$ cat config.mk
export PLATFORM = sky130hd
export DESIGN_NAME = sck_close_release
export DESIGN_NICKNAME = d
export VERILOG_FILES = /design/src/shared/sck_pkg.sv /design/src/verilog/sck_close_release.sv /design/src/verilog/sck_pin_sync.sv
export VERILOG_INCLUDE_DIRS = /design/src /design/src/shared
export SDC_FILE = /design/constraint.sdc
export NUM_CORES = 2
export LEC_CHECK = 0
export ABC_AREA = 1
export BUFFER_PORTS_ARGS = -buffer_cell sky130_fd_sc_hd__buf_2
export CORE_MARGIN = 3
export CORE_UTILIZATION = 58
export CTS_CLUSTER_DIAMETER = 80
export CTS_CLUSTER_SIZE = 10
export DETAILED_ROUTE_END_ITERATION = 8
export GPL_TIMING_DRIVEN = 0
export PLACE_DENSITY = 0.92
export SLEW_MARGIN = 20
export SYNTH_ARGS = -nofsm -noshare
export SYNTH_HDL_FRONTEND = slang
export SYNTH_SLANG_ARGS = --single-unit
$ cat constraint.sdc
create_clock -name aclk -period 12.66 [get_ports aclk]
set_input_delay 2.532 -clock aclk [delete_from_list [all_inputs] [get_ports aclk]]
set_output_delay 2.532 -clock aclk [all_outputs]
set_load 0.01 [all_outputs]
$ cat src/shared/sck_cfg.svh
`ifndef SCK_CFG_SVH
`define SCK_CFG_SVH

// ----------------------------------------
// Register byte offsets
// ----------------------------------------
`define SCK_ADDR_CTRL 8'h00
`define SCK_ADDR_DV_LIM 8'h04
`define SCK_ADDR_DF_LIM 8'h08
`define SCK_ADDR_DPH_LIM 8'h0C
`define SCK_ADDR_CB_TIME 8'h10
`define SCK_ADDR_RATIO 8'h14
`define SCK_ADDR_ANG_CORR 8'h18
`define SCK_ADDR_LEVELS 8'h1C
`define SCK_ADDR_STATUS 8'h20
`define SCK_ADDR_DELTA 8'h24

// ----------------------------------------
// Control fields
// ----------------------------------------
`define SCK_CTRL_ENABLE 0
`define SCK_CTRL_MODE 1
`define SCK_CTRL_SUP_MAN 2
`define SCK_CTRL_SUP_AUTO 3
`define SCK_CTRL_LIVE_BUS_DEAD_LINE_OVERRIDE 4
`define SCK_CTRL_DEAD_BUS_LIVE_LINE_OVERRIDE 5
`define SCK_CTRL_DEAD_BUS_DEAD_LINE_OVERRIDE 6
`define SCK_CTRL_XFMR 7
`define SCK_CTRL_PH_PH 8
`define SCK_CTRL_SEL_LO 9
`define SCK_CTRL_SEL_HI 10
`define SCK_CTRL_W 11

// ----------------------------------------
// Reset values
// ----------------------------------------
`define SCK_RST_CTRL 11'h002
`define SCK_RST_DV_LIM 16'h0800
`define SCK_RST_DF_LIM 16'h1000
`define SCK_RST_DPH_LIM 16'h0200
`define SCK_RST_CB_TIME 16'h0050
`define SCK_RST_RATIO 16'h0100
`define SCK_RST_ANG_CORR 16'h0000
`define SCK_RST_DEAD 16'h0800
`define SCK_RST_LIVE 16'h3000

// ----------------------------------------
// Fixed-point scaling and AXI response codes
// ----------------------------------------
`define SCK_RATIO_FRAC 8
`define SCK_TIME_FRAC 10
`define SCK_RESP_OKAY 2'h0
`define SCK_RESP_SLVERR 2'h2

`endif

$ cat src/shared/sck_pkg.sv
package sck_pkg;

    typedef enum logic {
        sck_machine_to_grid_mode = 1'b0,
        sck_grid_to_grid_mode = 1'b1
    } sck_pairing_mode_t;

endpackage

$ cat src/verilog/sck_close_release.sv
// The placing of the registers and the AXI4-Lite interface to the registers were decided locally.
`include "sck_cfg.svh"

// Notes on behaviour
// - Inputs one to three are bus; fourth is line, compared to selected phase.
// - Bus may be wired as phase-to-neutral or phase-to-phase quantities.
// - Evaluate magnitude, phase angle and frequency differences between bus and line.
// - When enabled, supervise manual, automatic, or both close request kinds.
// - Slip frequency is absolute bus frequency minus line frequency.
// - Synchronous only when all three differences are within limits together.
// - Machine mode leads release by closing time so contacts meet at zero angle.
// - Grid mode uses the same three checks without closing-time lead.
// - Enabled overrides give close permit for live/dead, dead/live, dead/dead bus and line.
// - While external bypass is high, skip checking and give close release.
// - Transformer mode compensates magnitude by line-to-bus voltage ratio.
// - Transformer mode shifts angle comparison by configured line-minus-bus offset.
module sck_close_release
    import sck_pkg::*;
#(
    parameter int ADDR_W = 8
) (
    input wire logic aclk,
    input wire logic aresetn,
    input wire logic [ADDR_W-1:0] s_axi_awaddr,
    input wire logic s_axi_awvalid,
    output logic s_axi_awready,
    input wire logic [31:0] s_axi_wdata,
    input wire logic [3:0] s_axi_wstrb,
    input wire logic s_axi_wvalid,
    output logic s_axi_wready,
    output logic [1:0] s_axi_bresp,
    output logic s_axi_bvalid,
    input wire logic s_axi_bready,
    input wire logic [ADDR_W-1:0] s_axi_araddr,
    input wire logic s_axi_arvalid,
    output logic s_axi_arready,
    output logic [31:0] s_axi_rdata,
    output logic [1:0] s_axi_rresp,
    output logic s_axi_rvalid,
    input wire logic s_axi_rready,
    input wire logic [15:0] bus_mag_1,
    input wire logic [15:0] bus_mag_2,
    input wire logic [15:0] bus_mag_3,
    input wire logic [15:0] bus_ang_1,
    input wire logic [15:0] bus_ang_2,
    input wire logic [15:0] bus_ang_3,
    input wire logic [15:0] line_side_voltage_input,
    input wire logic [15:0] line_ang,
    input wire logic [15:0] bus_frequency,
    input wire logic [15:0] line_frequency,
    input wire logic manual_close_req,
    input wire logic auto_close_req,
    input wire logic bypass_in,
    output logic close_permit,
    output logic close_release,
    output logic sync_ok
);

    if (ADDR_W < 8) begin : g_addr_check
        $error("sck_close_release: ADDR_W too small for the register map");
    end

    // ----------------------------------------
    // Registers
    // ----------------------------------------
    logic [`SCK_CTRL_W-1:0] ctrl;
    logic [15:0] magnitude_delta_limit;
    logic [15:0] freq_delta_limit;
    logic [15:0] phase_delta_limit;
    logic [15:0] cb_time;
    logic [15:0] ratio;
    logic [15:0] ang_corr;
    logic [15:0] dead_level;
    logic [15:0] live_level;
    logic [15:0] dv_q;
    logic [15:0] dphi_q;
    logic [7:0] flags;

    // ----------------------------------------
    // Pin synchronisers
    // ----------------------------------------
    logic [2:0] pins_s;

    sck_pin_sync #(.WIDTH(3)) u_pins (
        .aclk(aclk),
        .aresetn(aresetn),
        .pin_in({bypass_in, auto_close_req, manual_close_req}),
        .pin_sync(pins_s)
    );

    wire man_s = pins_s[0];
    wire auto_s = pins_s[1];
    wire bypass_s = pins_s[2];

    // ----------------------------------------
    // Control decode
    // ----------------------------------------
    wire enable = ctrl[`SCK_CTRL_ENABLE];
    sck_pairing_mode_t pairing_mode_select;
    assign pairing_mode_select = sck_pairing_mode_t'(ctrl[`SCK_CTRL_MODE]);
    wire xfmr = ctrl[`SCK_CTRL_XFMR];
    wire [1:0] sel = ctrl[`SCK_CTRL_SEL_HI:`SCK_CTRL_SEL_LO];
    wire live_bus_dead_line_override = ctrl[`SCK_CTRL_LIVE_BUS_DEAD_LINE_OVERRIDE];
    wire dead_bus_live_line_override = ctrl[`SCK_CTRL_DEAD_BUS_LIVE_LINE_OVERRIDE];
    wire dead_bus_dead_line_override = ctrl[`SCK_CTRL_DEAD_BUS_DEAD_LINE_OVERRIDE];

    // ----------------------------------------
    // Measurement path
    // ----------------------------------------
    // Channel meaning (L1 or L1-L2 ...) follows the wiring bit; the math is the same
    wire [15:0] ref_mag = (sel == 2'h1) ? bus_mag_2 :
                          (sel == 2'h2) ? bus_mag_3 : bus_mag_1;
    wire [15:0] ref_ang = (sel == 2'h1) ? bus_ang_2 :
                          (sel == 2'h2) ? bus_ang_3 : bus_ang_1;

    // Magnitude compared in line units: |line - bus*k| <= lim*k is |line/k - bus| <= lim
    wire [15:0] k_eff = xfmr ? ratio : `SCK_RST_RATIO;
    wire [31:0] bus_scaled_w = ref_mag * k_eff;
    wire [31:0] lim_scaled_w = magnitude_delta_limit * k_eff;
    wire [23:0] bus_scaled = bus_scaled_w[`SCK_RATIO_FRAC +: 24];
    wire [23:0] lim_scaled = lim_scaled_w[`SCK_RATIO_FRAC +: 24];
    wire [23:0] line_ext = {8'h00, line_side_voltage_input};
    wire [23:0] dv_w = (line_ext > bus_scaled) ? line_ext - bus_scaled
                                               : bus_scaled - line_ext;
    wire dv_ok = dv_w <= lim_scaled;

    wire [15:0] line_ang_c = xfmr ? line_ang - ang_corr : line_ang;
    wire [15:0] dphi_raw = ref_ang - line_ang_c;

    wire signed [16:0] slip_s = $signed({1'b0, bus_frequency})
                              - $signed({1'b0, line_frequency});
    wire [16:0] slip_abs = slip_s[16] ? 17'(-slip_s) : 17'(slip_s);
    wire df_ok = slip_abs <= {1'b0, freq_delta_limit};

    // Angle travelled during breaker closing time, in 1/65536 turn
    wire signed [33:0] lead_w = slip_s * $signed({1'b0, cb_time});
    wire signed [33:0] lead_sh = lead_w >>> `SCK_TIME_FRAC;
    wire [15:0] lead = (pairing_mode_select == sck_machine_to_grid_mode)
                     ? lead_sh[15:0] : 16'h0000;
    wire [15:0] dphi_pred = dphi_raw + lead;
    wire [15:0] dphi_abs = dphi_pred[15] ? 16'(-dphi_pred) : dphi_pred;
    wire dphi_ok = dphi_abs <= phase_delta_limit;

    wire next_sync = dv_ok && df_ok && dphi_ok;

    wire bus_live = ref_mag >= live_level;
    wire bus_dead = ref_mag <= dead_level;
    wire line_live = line_side_voltage_input >= live_level;
    wire line_dead = line_side_voltage_input <= dead_level;
    wire ovr_ok = (live_bus_dead_line_override && bus_live && line_dead)
               || (dead_bus_live_line_override && bus_dead && line_live)
               || (dead_bus_dead_line_override && bus_dead && line_dead);

    wire next_permit = bypass_s || next_sync || ovr_ok;
    wire man_ok = !(enable && ctrl[`SCK_CTRL_SUP_MAN]) || next_permit;
    wire auto_ok = !(enable && ctrl[`SCK_CTRL_SUP_AUTO]) || next_permit;
    wire next_release = bypass_s || (man_s && man_ok) || (auto_s && auto_ok);

    always_ff @(posedge aclk) begin
        if (!aresetn) begin
            sync_ok <= 1'b0;
            close_permit <= 1'b0;
            close_release <= 1'b0;
            dv_q <= 16'h0000;
            dphi_q <= 16'h0000;
            flags <= 8'h00;
        end else begin
            sync_ok <= next_sync;
            close_permit <= next_permit;
            close_release <= next_release;
            dv_q <= (dv_w[23:16] != 8'h00) ? 16'hFFFF : dv_w[15:0];
            dphi_q <= dphi_abs;
            flags <= {bypass_s, ovr_ok, line_dead, line_live,
                      bus_dead, bus_live, dphi_ok, df_ok};
        end
    end

    // ----------------------------------------
    // AXI4-Lite slave
    // ----------------------------------------
    wire wr_go = s_axi_awvalid && s_axi_wvalid && !s_axi_awready && !s_axi_bvalid;
    wire wr_do = s_axi_awready && s_axi_awvalid && s_axi_wvalid;
    wire rd_go = s_axi_arvalid && !s_axi_arready && !s_axi_rvalid;
    wire [7:0] wa = {s_axi_awaddr[7:2], 2'b00};
    wire [7:0] ra = {s_axi_araddr[7:2], 2'b00};
    wire w_hit = (wa <= `SCK_ADDR_LEVELS);
    wire r_hit = (ra <= `SCK_ADDR_DELTA);
    wire [31:0] ctrl_w = {21'h0, ctrl};
    wire [31:0] levels_w = {live_level, dead_level};

    function automatic logic [31:0] merge(input logic [31:0] old, input logic [31:0] nw,
                                          input logic [3:0] be);
        logic [31:0] r;
        r = old;
        for (int i = 0; i < 4; i++) begin
            if (be[i]) begin
                r[i*8 +: 8] = nw[i*8 +: 8];
            end
        end
        return r;
    endfunction

    wire [31:0] wm_ctrl = merge(ctrl_w, s_axi_wdata, s_axi_wstrb);
    wire [31:0] wm_lev = merge(levels_w, s_axi_wdata, s_axi_wstrb);
    wire [31:0] wm_16 = merge(32'h0, s_axi_wdata, s_axi_wstrb);
    wire lo_keep = !s_axi_wstrb[0];
    wire hi_keep = !s_axi_wstrb[1];

    function automatic logic [15:0] m16(input logic [15:0] old, input logic [31:0] nw,
                                        input logic lo_k, input logic hi_k);
        return {hi_k ? old[15:8] : nw[15:8], lo_k ? old[7:0] : nw[7:0]};
    endfunction

    wire [31:0] rd_mux =
        (ra == `SCK_ADDR_CTRL) ? ctrl_w :
        (ra == `SCK_ADDR_DV_LIM) ? {16'h0, magnitude_delta_limit} :
        (ra == `SCK_ADDR_DF_LIM) ? {16'h0, freq_delta_limit} :
        (ra == `SCK_ADDR_DPH_LIM) ? {16'h0, phase_delta_limit} :
        (ra == `SCK_ADDR_CB_TIME) ? {16'h0, cb_time} :
        (ra == `SCK_ADDR_RATIO) ? {16'h0, ratio} :
        (ra == `SCK_ADDR_ANG_CORR) ? {16'h0, ang_corr} :
        (ra == `SCK_ADDR_LEVELS) ? levels_w :
        (ra == `SCK_ADDR_STATUS) ? {21'h0, close_release, close_permit, flags, sync_ok} :
        (ra == `SCK_ADDR_DELTA) ? {dphi_q, dv_q} : 32'h0;

    always_ff @(posedge aclk) begin
        if (!aresetn) begin
            s_axi_awready <= 1'b0;
            s_axi_wready <= 1'b0;
            s_axi_bvalid <= 1'b0;
            s_axi_bresp <= `SCK_RESP_OKAY;
        end else begin
            s_axi_awready <= wr_go;
            s_axi_wready <= wr_go;
            if (wr_do) begin
                s_axi_bvalid <= 1'b1;
                s_axi_bresp <= w_hit ? `SCK_RESP_OKAY : `SCK_RESP_SLVERR;
            end else if (s_axi_bready) begin
                s_axi_bvalid <= 1'b0;
            end
        end
    end

    always_ff @(posedge aclk) begin
        if (!aresetn) begin
            s_axi_arready <= 1'b0;
            s_axi_rvalid <= 1'b0;
            s_axi_rdata <= 32'h0;
            s_axi_rresp <= `SCK_RESP_OKAY;
        end else begin
            s_axi_arready <= rd_go;
            if (s_axi_arready && s_axi_arvalid) begin
                s_axi_rvalid <= 1'b1;
                s_axi_rdata <= rd_mux;
                s_axi_rresp <= r_hit ? `SCK_RESP_OKAY : `SCK_RESP_SLVERR;
            end else if (s_axi_rready) begin
                s_axi_rvalid <= 1'b0;
            end
        end
    end

    always_ff @(posedge aclk) begin
        if (!aresetn) begin
            ctrl <= `SCK_RST_CTRL;
            magnitude_delta_limit <= `SCK_RST_DV_LIM;
            freq_delta_limit <= `SCK_RST_DF_LIM;
            phase_delta_limit <= `SCK_RST_DPH_LIM;
            cb_time <= `SCK_RST_CB_TIME;
            ratio <= `SCK_RST_RATIO;
            ang_corr <= `SCK_RST_ANG_CORR;
            dead_level <= `SCK_RST_DEAD;
            live_level <= `SCK_RST_LIVE;
        end else if (wr_do) begin
            unique case (wa)
                `SCK_ADDR_CTRL: ctrl <= wm_ctrl[`SCK_CTRL_W-1:0];
                `SCK_ADDR_DV_LIM: magnitude_delta_limit <=
                    m16(magnitude_delta_limit, wm_16, lo_keep, hi_keep);
                `SCK_ADDR_DF_LIM: freq_delta_limit <=
                    m16(freq_delta_limit, wm_16, lo_keep, hi_keep);
                `SCK_ADDR_DPH_LIM: phase_delta_limit <=
                    m16(phase_delta_limit, wm_16, lo_keep, hi_keep);
                `SCK_ADDR_CB_TIME: cb_time <= m16(cb_time, wm_16, lo_keep, hi_keep);
                `SCK_ADDR_RATIO: ratio <= m16(ratio, wm_16, lo_keep, hi_keep);
                `SCK_ADDR_ANG_CORR: ang_corr <= m16(ang_corr, wm_16, lo_keep, hi_keep);
                `SCK_ADDR_LEVELS: begin
                    dead_level <= wm_lev[15:0];
                    live_level <= wm_lev[31:16];
                end
                default: ;
            endcase
        end
    end
endmodule

$ cat src/verilog/sck_pin_sync.sv
module sck_pin_sync #(
    parameter int WIDTH = 3
) (
    input wire logic aclk,
    input wire logic aresetn,
    input wire logic [WIDTH-1:0] pin_in,
    output logic [WIDTH-1:0] pin_sync
);

    logic [WIDTH-1:0] stage1;

    if (WIDTH < 1) begin : g_width_check
        $error("sck_pin_sync: WIDTH must be at least 1");
    end

    // ----------------------------------------
    // Two-stage synchroniser
    // ----------------------------------------
    always_ff @(posedge aclk) begin
        if (!aresetn) begin
            stage1 <= '0;
            pin_sync <= '0;
        end else begin
            stage1 <= pin_in;
            pin_sync <= stage1;
        end
    end

endmodule
== Word-level counts from Yosys, hierarchy flattened ==
Cells that the tools add are included.
Word-level totals
  register bits: 228
  input bits: 222
  output and inout port bits: 44
  word-level logic and storage cells: 156
Operators by class
  add/subtract/negate cells: 8
  multipliers: 3
  magnitude comparators: 10
  equality and inequality tests: 18
  multiplexer cells: 27
  reductions and logical operators: 57
Operator list (number)
  32-bit two-way mux: 10
  16-bit two-way mux: 9
  16-bit by 16-bit multiplier with 32-bit output: 2
  3-bit AND reduction: 18
  6-bit by 3-bit == test with 1-bit output (second input constant): 8
  16-bit <= comparator: 3
  16-bit greater-or-equal comparator: 2
  16-bit subtractor: 2
  17-bit by 17-bit multiplier with 26-bit output: 1
  6-bit by 2-bit == test with 1-bit output (second input constant): 4
  16-bit by 24-bit greater-than comparator with 1-bit output: 1
  24-bit <= comparator: 1
  24-bit two-way mux: 1
  16-bit by 24-bit subtractor with 24-bit output: 1
  24-bit by 16-bit subtractor with 24-bit output: 1
  1-bit logical AND: 20
  17-bit by 16-bit <= comparator with 1-bit output: 1
  17-bit two-way mux: 1
  17-bit negation: 1
  16-bit by 16-bit subtractor with 17-bit output: 1
  16-bit adder: 1
  8-bit zero test: 2
  16-bit negation: 1
  6-bit by 1-bit == test with 1-bit output (second input constant): 2
  other kinds (11): 29

== Longest topological paths before layout ==
  depth in word-level cells: 15
  mapped depth: 73
  mapped depth without buffers: 72

== By module ==
From an unflattened synthesis, not the netlist that was laid out.
Unflattened totals
  cells, all modules: 5872
  area, all modules: 42892.4 µm²
By module, submodules not included
  sck_close_release: times used 1, cells an instance 5854, area an instance 42727.2 µm²
  sck_pin_sync: times used 1, cells an instance 18, area an instance 165.2 µm²

== Worst setup path after synthesis ==
Ideal clock, no wire load.
  path kind: input -> register
  from: in bus_frequency[0]
  to: reg close_release
  arrival: 12845 ps
  required time: 12528 ps
  setup slack: -317 ps
  stages: 65
  buffers on the path: 1
  cells stage by stage: inv_1 ha_1 inv_1 fa_1 nand2_1 nand2_1 o21a_1 nand2_1 nand2_1 a21oi_1 inv_1 a31o_2 xor2_1 inv_1 nor2_1 fa_1 inv_1 fa_1 (+29 left out) nand2_2 buf_4 nand2_1 nand2_1 inv_1 ha_1 inv_1 nor2_1 nor2_1 o21a_1 o221ai_1 nand2_1 o2111ai_1 nand2_1 nand4_1 nand4_1 o21ai_0 a21oi_1
On the way
  cells in the longest elaborated chain, start to end: 14
  elaborated cells between the ends (all ways): 20
  those cells by class: 4 x add/sub; 1 x mul; 2 x order compare; 3 x mux; 10 x reduce/logical
RTL lines
  from (decl): RTL line sck_close_release.sv:49  | input wire logic [15:0] bus_frequency,
  16-bit by 16-bit subtractor with 17-bit output *: RTL line sck_close_release.sv:131  | - $signed({1'b0, line_frequency});
  17-bit by 17-bit multiplier with 26-bit output *: RTL line sck_close_release.sv:136  | wire signed [33:0] lead_w = slip_s * $signed({1'b0, cb_time});
  16-bit two-way mux *: RTL line sck_close_release.sv:139  | ? lead_sh[15:0] : 16'h0000;
  16-bit adder *: RTL line sck_close_release.sv:140  | wire [15:0] dphi_pred = dphi_raw + lead;
  16-bit negation: RTL line sck_close_release.sv:141  | wire [15:0] dphi_abs = dphi_pred[15] ? 16'(-dphi_pred) : dphi_pred;
  16-bit two-way mux *: RTL line sck_close_release.sv:141
  named net dphi_abs[1]: RTL line sck_close_release.sv:141
  16-bit <= comparator *: RTL line sck_close_release.sv:142  | wire dphi_ok = dphi_abs <= phase_delta_limit;
  1-bit logical AND *: RTL line sck_close_release.sv:144  | wire next_sync = dv_ok && df_ok && dphi_ok;
  1-bit logical OR * (2 in a row): RTL line sck_close_release.sv:154  | wire next_permit = bypass_s || next_sync || ovr_ok;
  1-bit logical OR: RTL line sck_close_release.sv:155  | wire man_ok = !(enable && ctrl[`SCK_CTRL_SUP_MAN]) || next_permit;
  1-bit logical AND: RTL line sck_close_release.sv:157  | wire next_release = bypass_s || (man_s && man_ok) || (auto_s && auto_ok);
  1-bit logical OR: RTL line sck_close_release.sv:157
  1-bit logical OR *: RTL line sck_close_release.sv:157
  to (signal assigned): RTL line sck_close_release.sv:170  | close_release <= next_release;
  to (decl): RTL line sck_close_release.sv:55  | output logic close_release,
The timed path passes the listed nets; every way through them passes the cells marked *.
A chain may end at the register's enable or synchronous reset.

== Worst setup path in the final report ==
  from: in bus_frequency[7]
  to: reg close_release
Same word-level chain as after synthesis.

==> results.sh <==
export IMPL_ant_nets=0
export IMPL_drt_iter0_markers=5546
export IMPL_rsz0062_at_grt="true"
export IMPL_drive_gt1_share_pct=10.9
export IMPL_yosys_most_used_dff="dfxtp_1"
export IMPL_grt_pass1_vias=41600
export IMPL_routabilityCongestion=1.06
export IMPL_place_inst=7022
export IMPL_max_stage_delay_ns=0.65
export IMPL_routed_via_density=5.97
export IMPL_track_usage_pct=40.6
export IMPL_use_met2_pct=60.7
export IMPL_final_hold_viol_count=0
export IMPL_synth_edf_count=0
export IMPL_period_needed_ns=13.31
export IMPL_place_ws_ns=-2.37
export IMPL_crit_top_cell="fa_1"
export IMPL_skew_ns=0.0207
export IMPL_required_ns=13.07
export IMPL_setup_viol=5
export IMPL_synth_area_leader_cell="fa_1"
export IMPL_port_buffers=258
export IMPL_timing_final_crit_share_pct=105
export IMPL_wl_mm=160
export IMPL_avgSynthCellArea_sq_um=7.32
export IMPL_initial_core_util_pct=59.0
export IMPL_die_h_um=277
export IMPL_relSlewSlack_pct=19.3
export IMPL_regToRegStartpoint="ctrl[10]"
export IMPL_cp_slowest_cell="fa_2"
export IMPL_ys_warn_count=0
export IMPL_worstPathArrival_ns=13.72
export IMPL_worstMarginPinSlew_ns=1.21
export IMPL_ioPinCount=266
export IMPL_cap_violations=0
export IMPL_core_sq_um=72100
export IMPL_finalNetCount=7488
export IMPL_powerDensity_nw_per_um2=68.6
export IMPL_clkSinkCount=226
export IMPL_num_fill_cells=5963
export IMPL_max_freq_mhz=75.1
export IMPL_use_met1_pct=52.9
export IMPL_htreeDepth=1
export IMPL_slew_violations=0
export IMPL_drcViolationCount=1
export IMPL_area_growth_pct=11.8
export IMPL_most_common_layout_cells="inv_1 (1233), nand2_1 (1060), fa_1 (609)"
export IMPL_grt_overflow=0
export IMPL_power_mw=3.26
export IMPL_wire_per_inst_um=22.4
export IMPL_vias=42600
export IMPL_ys_types=64
export IMPL_hpwl_mm=130
export IMPL_seq_area_frac_synth_pct=10.6
export IMPL_status="finished, violations left"
export IMPL_grt_pass1_wl_mm=240
export IMPL_cp_max_fo=5
export IMPL_hp_start="u_pins.stage1[0]"
export IMPL_placementRows=98
export IMPL_ys_async_sr_fraction_pct=0
export IMPL_postSynthCellCount=5813
export IMPL_clk_pin_slew_ns=0.07
export IMPL_setup_worst_path_end_class="register"
export IMPL_final_area_sq_um=47600
export IMPL_cts_tree="yes"
export IMPL_busiest_layer="met2"
export IMPL_criticalPathCategory="in -> reg"
export IMPL_fp_dieW_um=277
export IMPL_synthTopCellsByArea="fa_1 (29%), ha_1 (14%), inv_1 (11%), dfxtp_1 (11%), nand2_1 (9.7%)"
export IMPL_cts_path_max_buffers=3
export IMPL_placed_area_sq_um=45100
export IMPL_startpoint_type="input pin"
export IMPL_crit_start="bus_frequency[7]"
export IMPL_final_common_cell="inv_1"
export IMPL_violations="design-rule violations, negative setup slack"
export IMPL_fin_cells=7138
export IMPL_root_buffer="clkbuf_16"
export IMPL_synthesis_area_sq_um=42600
export IMPL_hold_buffers=0
export IMPL_antenna_found_initial=4
export IMPL_die_area_sq_um=76700
export IMPL_ys_seq_elements=226
export IMPL_hp_class="reg -> reg"
export IMPL_clkLatencyLatePin_ns=0.58
export IMPL_setup_slack_ns=-0.649
export IMPL_firstDrtPassIters=9
export IMPL_grt_use_met3_pct=13.4
export IMPL_yosys_area_top_type_share_pct=28.9
export IMPL_numCtsBuffers=28
export IMPL_total_leakage_power_nw=23.8
export IMPL_grt_max_degree=14
export IMPL_vdd_ir_drop_max_uv=116
-- routing by layer --
metal / wire length, um / vias to the layer above
li1: - / 18600
met1: 57000 / 20100
met2: 67600 / 3196
met3: 24900 / 700
met4: 10500 / 2
met5: 50 / -
-- through the flow --
stage | TNS, ns | util [%] | hold WS [ns]
detailed placement | -17.02 | 62.5 | 0.402
finish | -1.82 | 66.0 | 0.419
floorplan | 0 | - | 0.390
global route | -3.61 | 66.0 | 0.450
global placement | -15.16 | 62.5 | 0.399
CTS | -0.813 | 65.2 | 0.418
-- power breakdown --
part,internal [mW],leakage [nW],switching (mW)
Sequential,0.733,1.83,0.0105
Clock,0.430,0.388,0.336
Combinational,0.678,21.6,1.07
Total,1.84,23.8,1.42
-- sequential cells by signal, summed over array words and instances, names as in the netlist --
signal,cells
ang_corr,16
cb_time,16
close_release,1
freq_delta_limit,16
s_axi_rdata,32
dead_level,16
s_axi_arready,1
s_axi_bvalid,1
s_axi_wready,1
dv_q,16
phase_delta_limit,16
sync_ok,1
ctrl,11
u_pins.stage1,3
ratio,16
u_pins.pin_sync,3
close_permit,1
s_axi_rresp,1
flags,8
s_axi_rvalid,1
s_axi_bresp,1
magnitude_delta_limit,16
dphi_q,16
live_level,16
-- cell families (layout without fill, tap and decap cells) --
family	Yosys count	count (layout)	share of synthesized area [%]
buffers and inverters	1486	1855	13.2
and+or+nand+nor	2044	2044	19.7
DFF	226	226	10.6
AOI/OAI and AO/OA	839	839	10.9
xor gates and xnor gates	130	130	2.69
other	1	7	0.00881
adders and majority gates	1087	1087	42.8
-- cells in the mapped netlist, drive strengths merged, types with 2 or more instances --
master / instances
a2111oi: 3
a211o: 3
a211oi: 15
a21boi: 7
a21o: 14
a21oi: 392
a221oi: 10
a22oi: 5
a31o: 3
a31oi: 17
a41oi: 2
and2: 3
and3: 2
buf: 28
clkbuf: 165
clkinv: 17
dfxtp: 226
fa: 615
ha: 472
inv: 1276
nand2: 1130
nand3: 164
nand3b: 12
nand4: 31
nor2: 623
nor3: 52
nor3b: 2
nor4: 6
o2111ai: 6
o211ai: 12
o21a: 13
o21ai: 290
o21bai: 11
o221ai: 18
o22ai: 5
o311ai: 3
o31ai: 5
or2: 18
xnor2: 31
xor2: 99
-- cell type report --
cell class,instances,area (sq um),share of cell area [%]
timing repair buffer,342,1990,4.18
tap,950,1190,2.50
clock inverter,4,55.1,0.116
antenna,5,12.5,0.0263
buffer,186,840,1.76
inverter,1293,4890,10.3
multi-input combinational,4102,33400,70.1
clock buffer,30,739,1.55
sequential,226,4520,9.51
-- worst max-delay path, delay by kind of cell --
kind	cells	cell delay, ns
fa+ha+maj	11	4.88
compound gates	17	2.64
simple gates	19	2.23
buf+inv	11	0.77
xor+xnor	3	0.64
-- final timing paths --
kind / slack [ns] / cells after the start / to
setup / recovery: -0.65 / 61 / close_release
hold / removal: 0.42 / 2 / u_pins.pin_sync[0]
setup reg to reg: -0.27 / 53 / close_release
hold reg to reg: 0.42 / 2 / u_pins.pin_sync[0]
-- timing repair --
action,4_1_cts,5_1_grt
buffers inserted,63,29
setup endpoints to repair,12,5
endpoints found under the hold margin,0,0
pin swaps,58,67
resized for setup,148,110
Power figures use the tool's default switching activity.
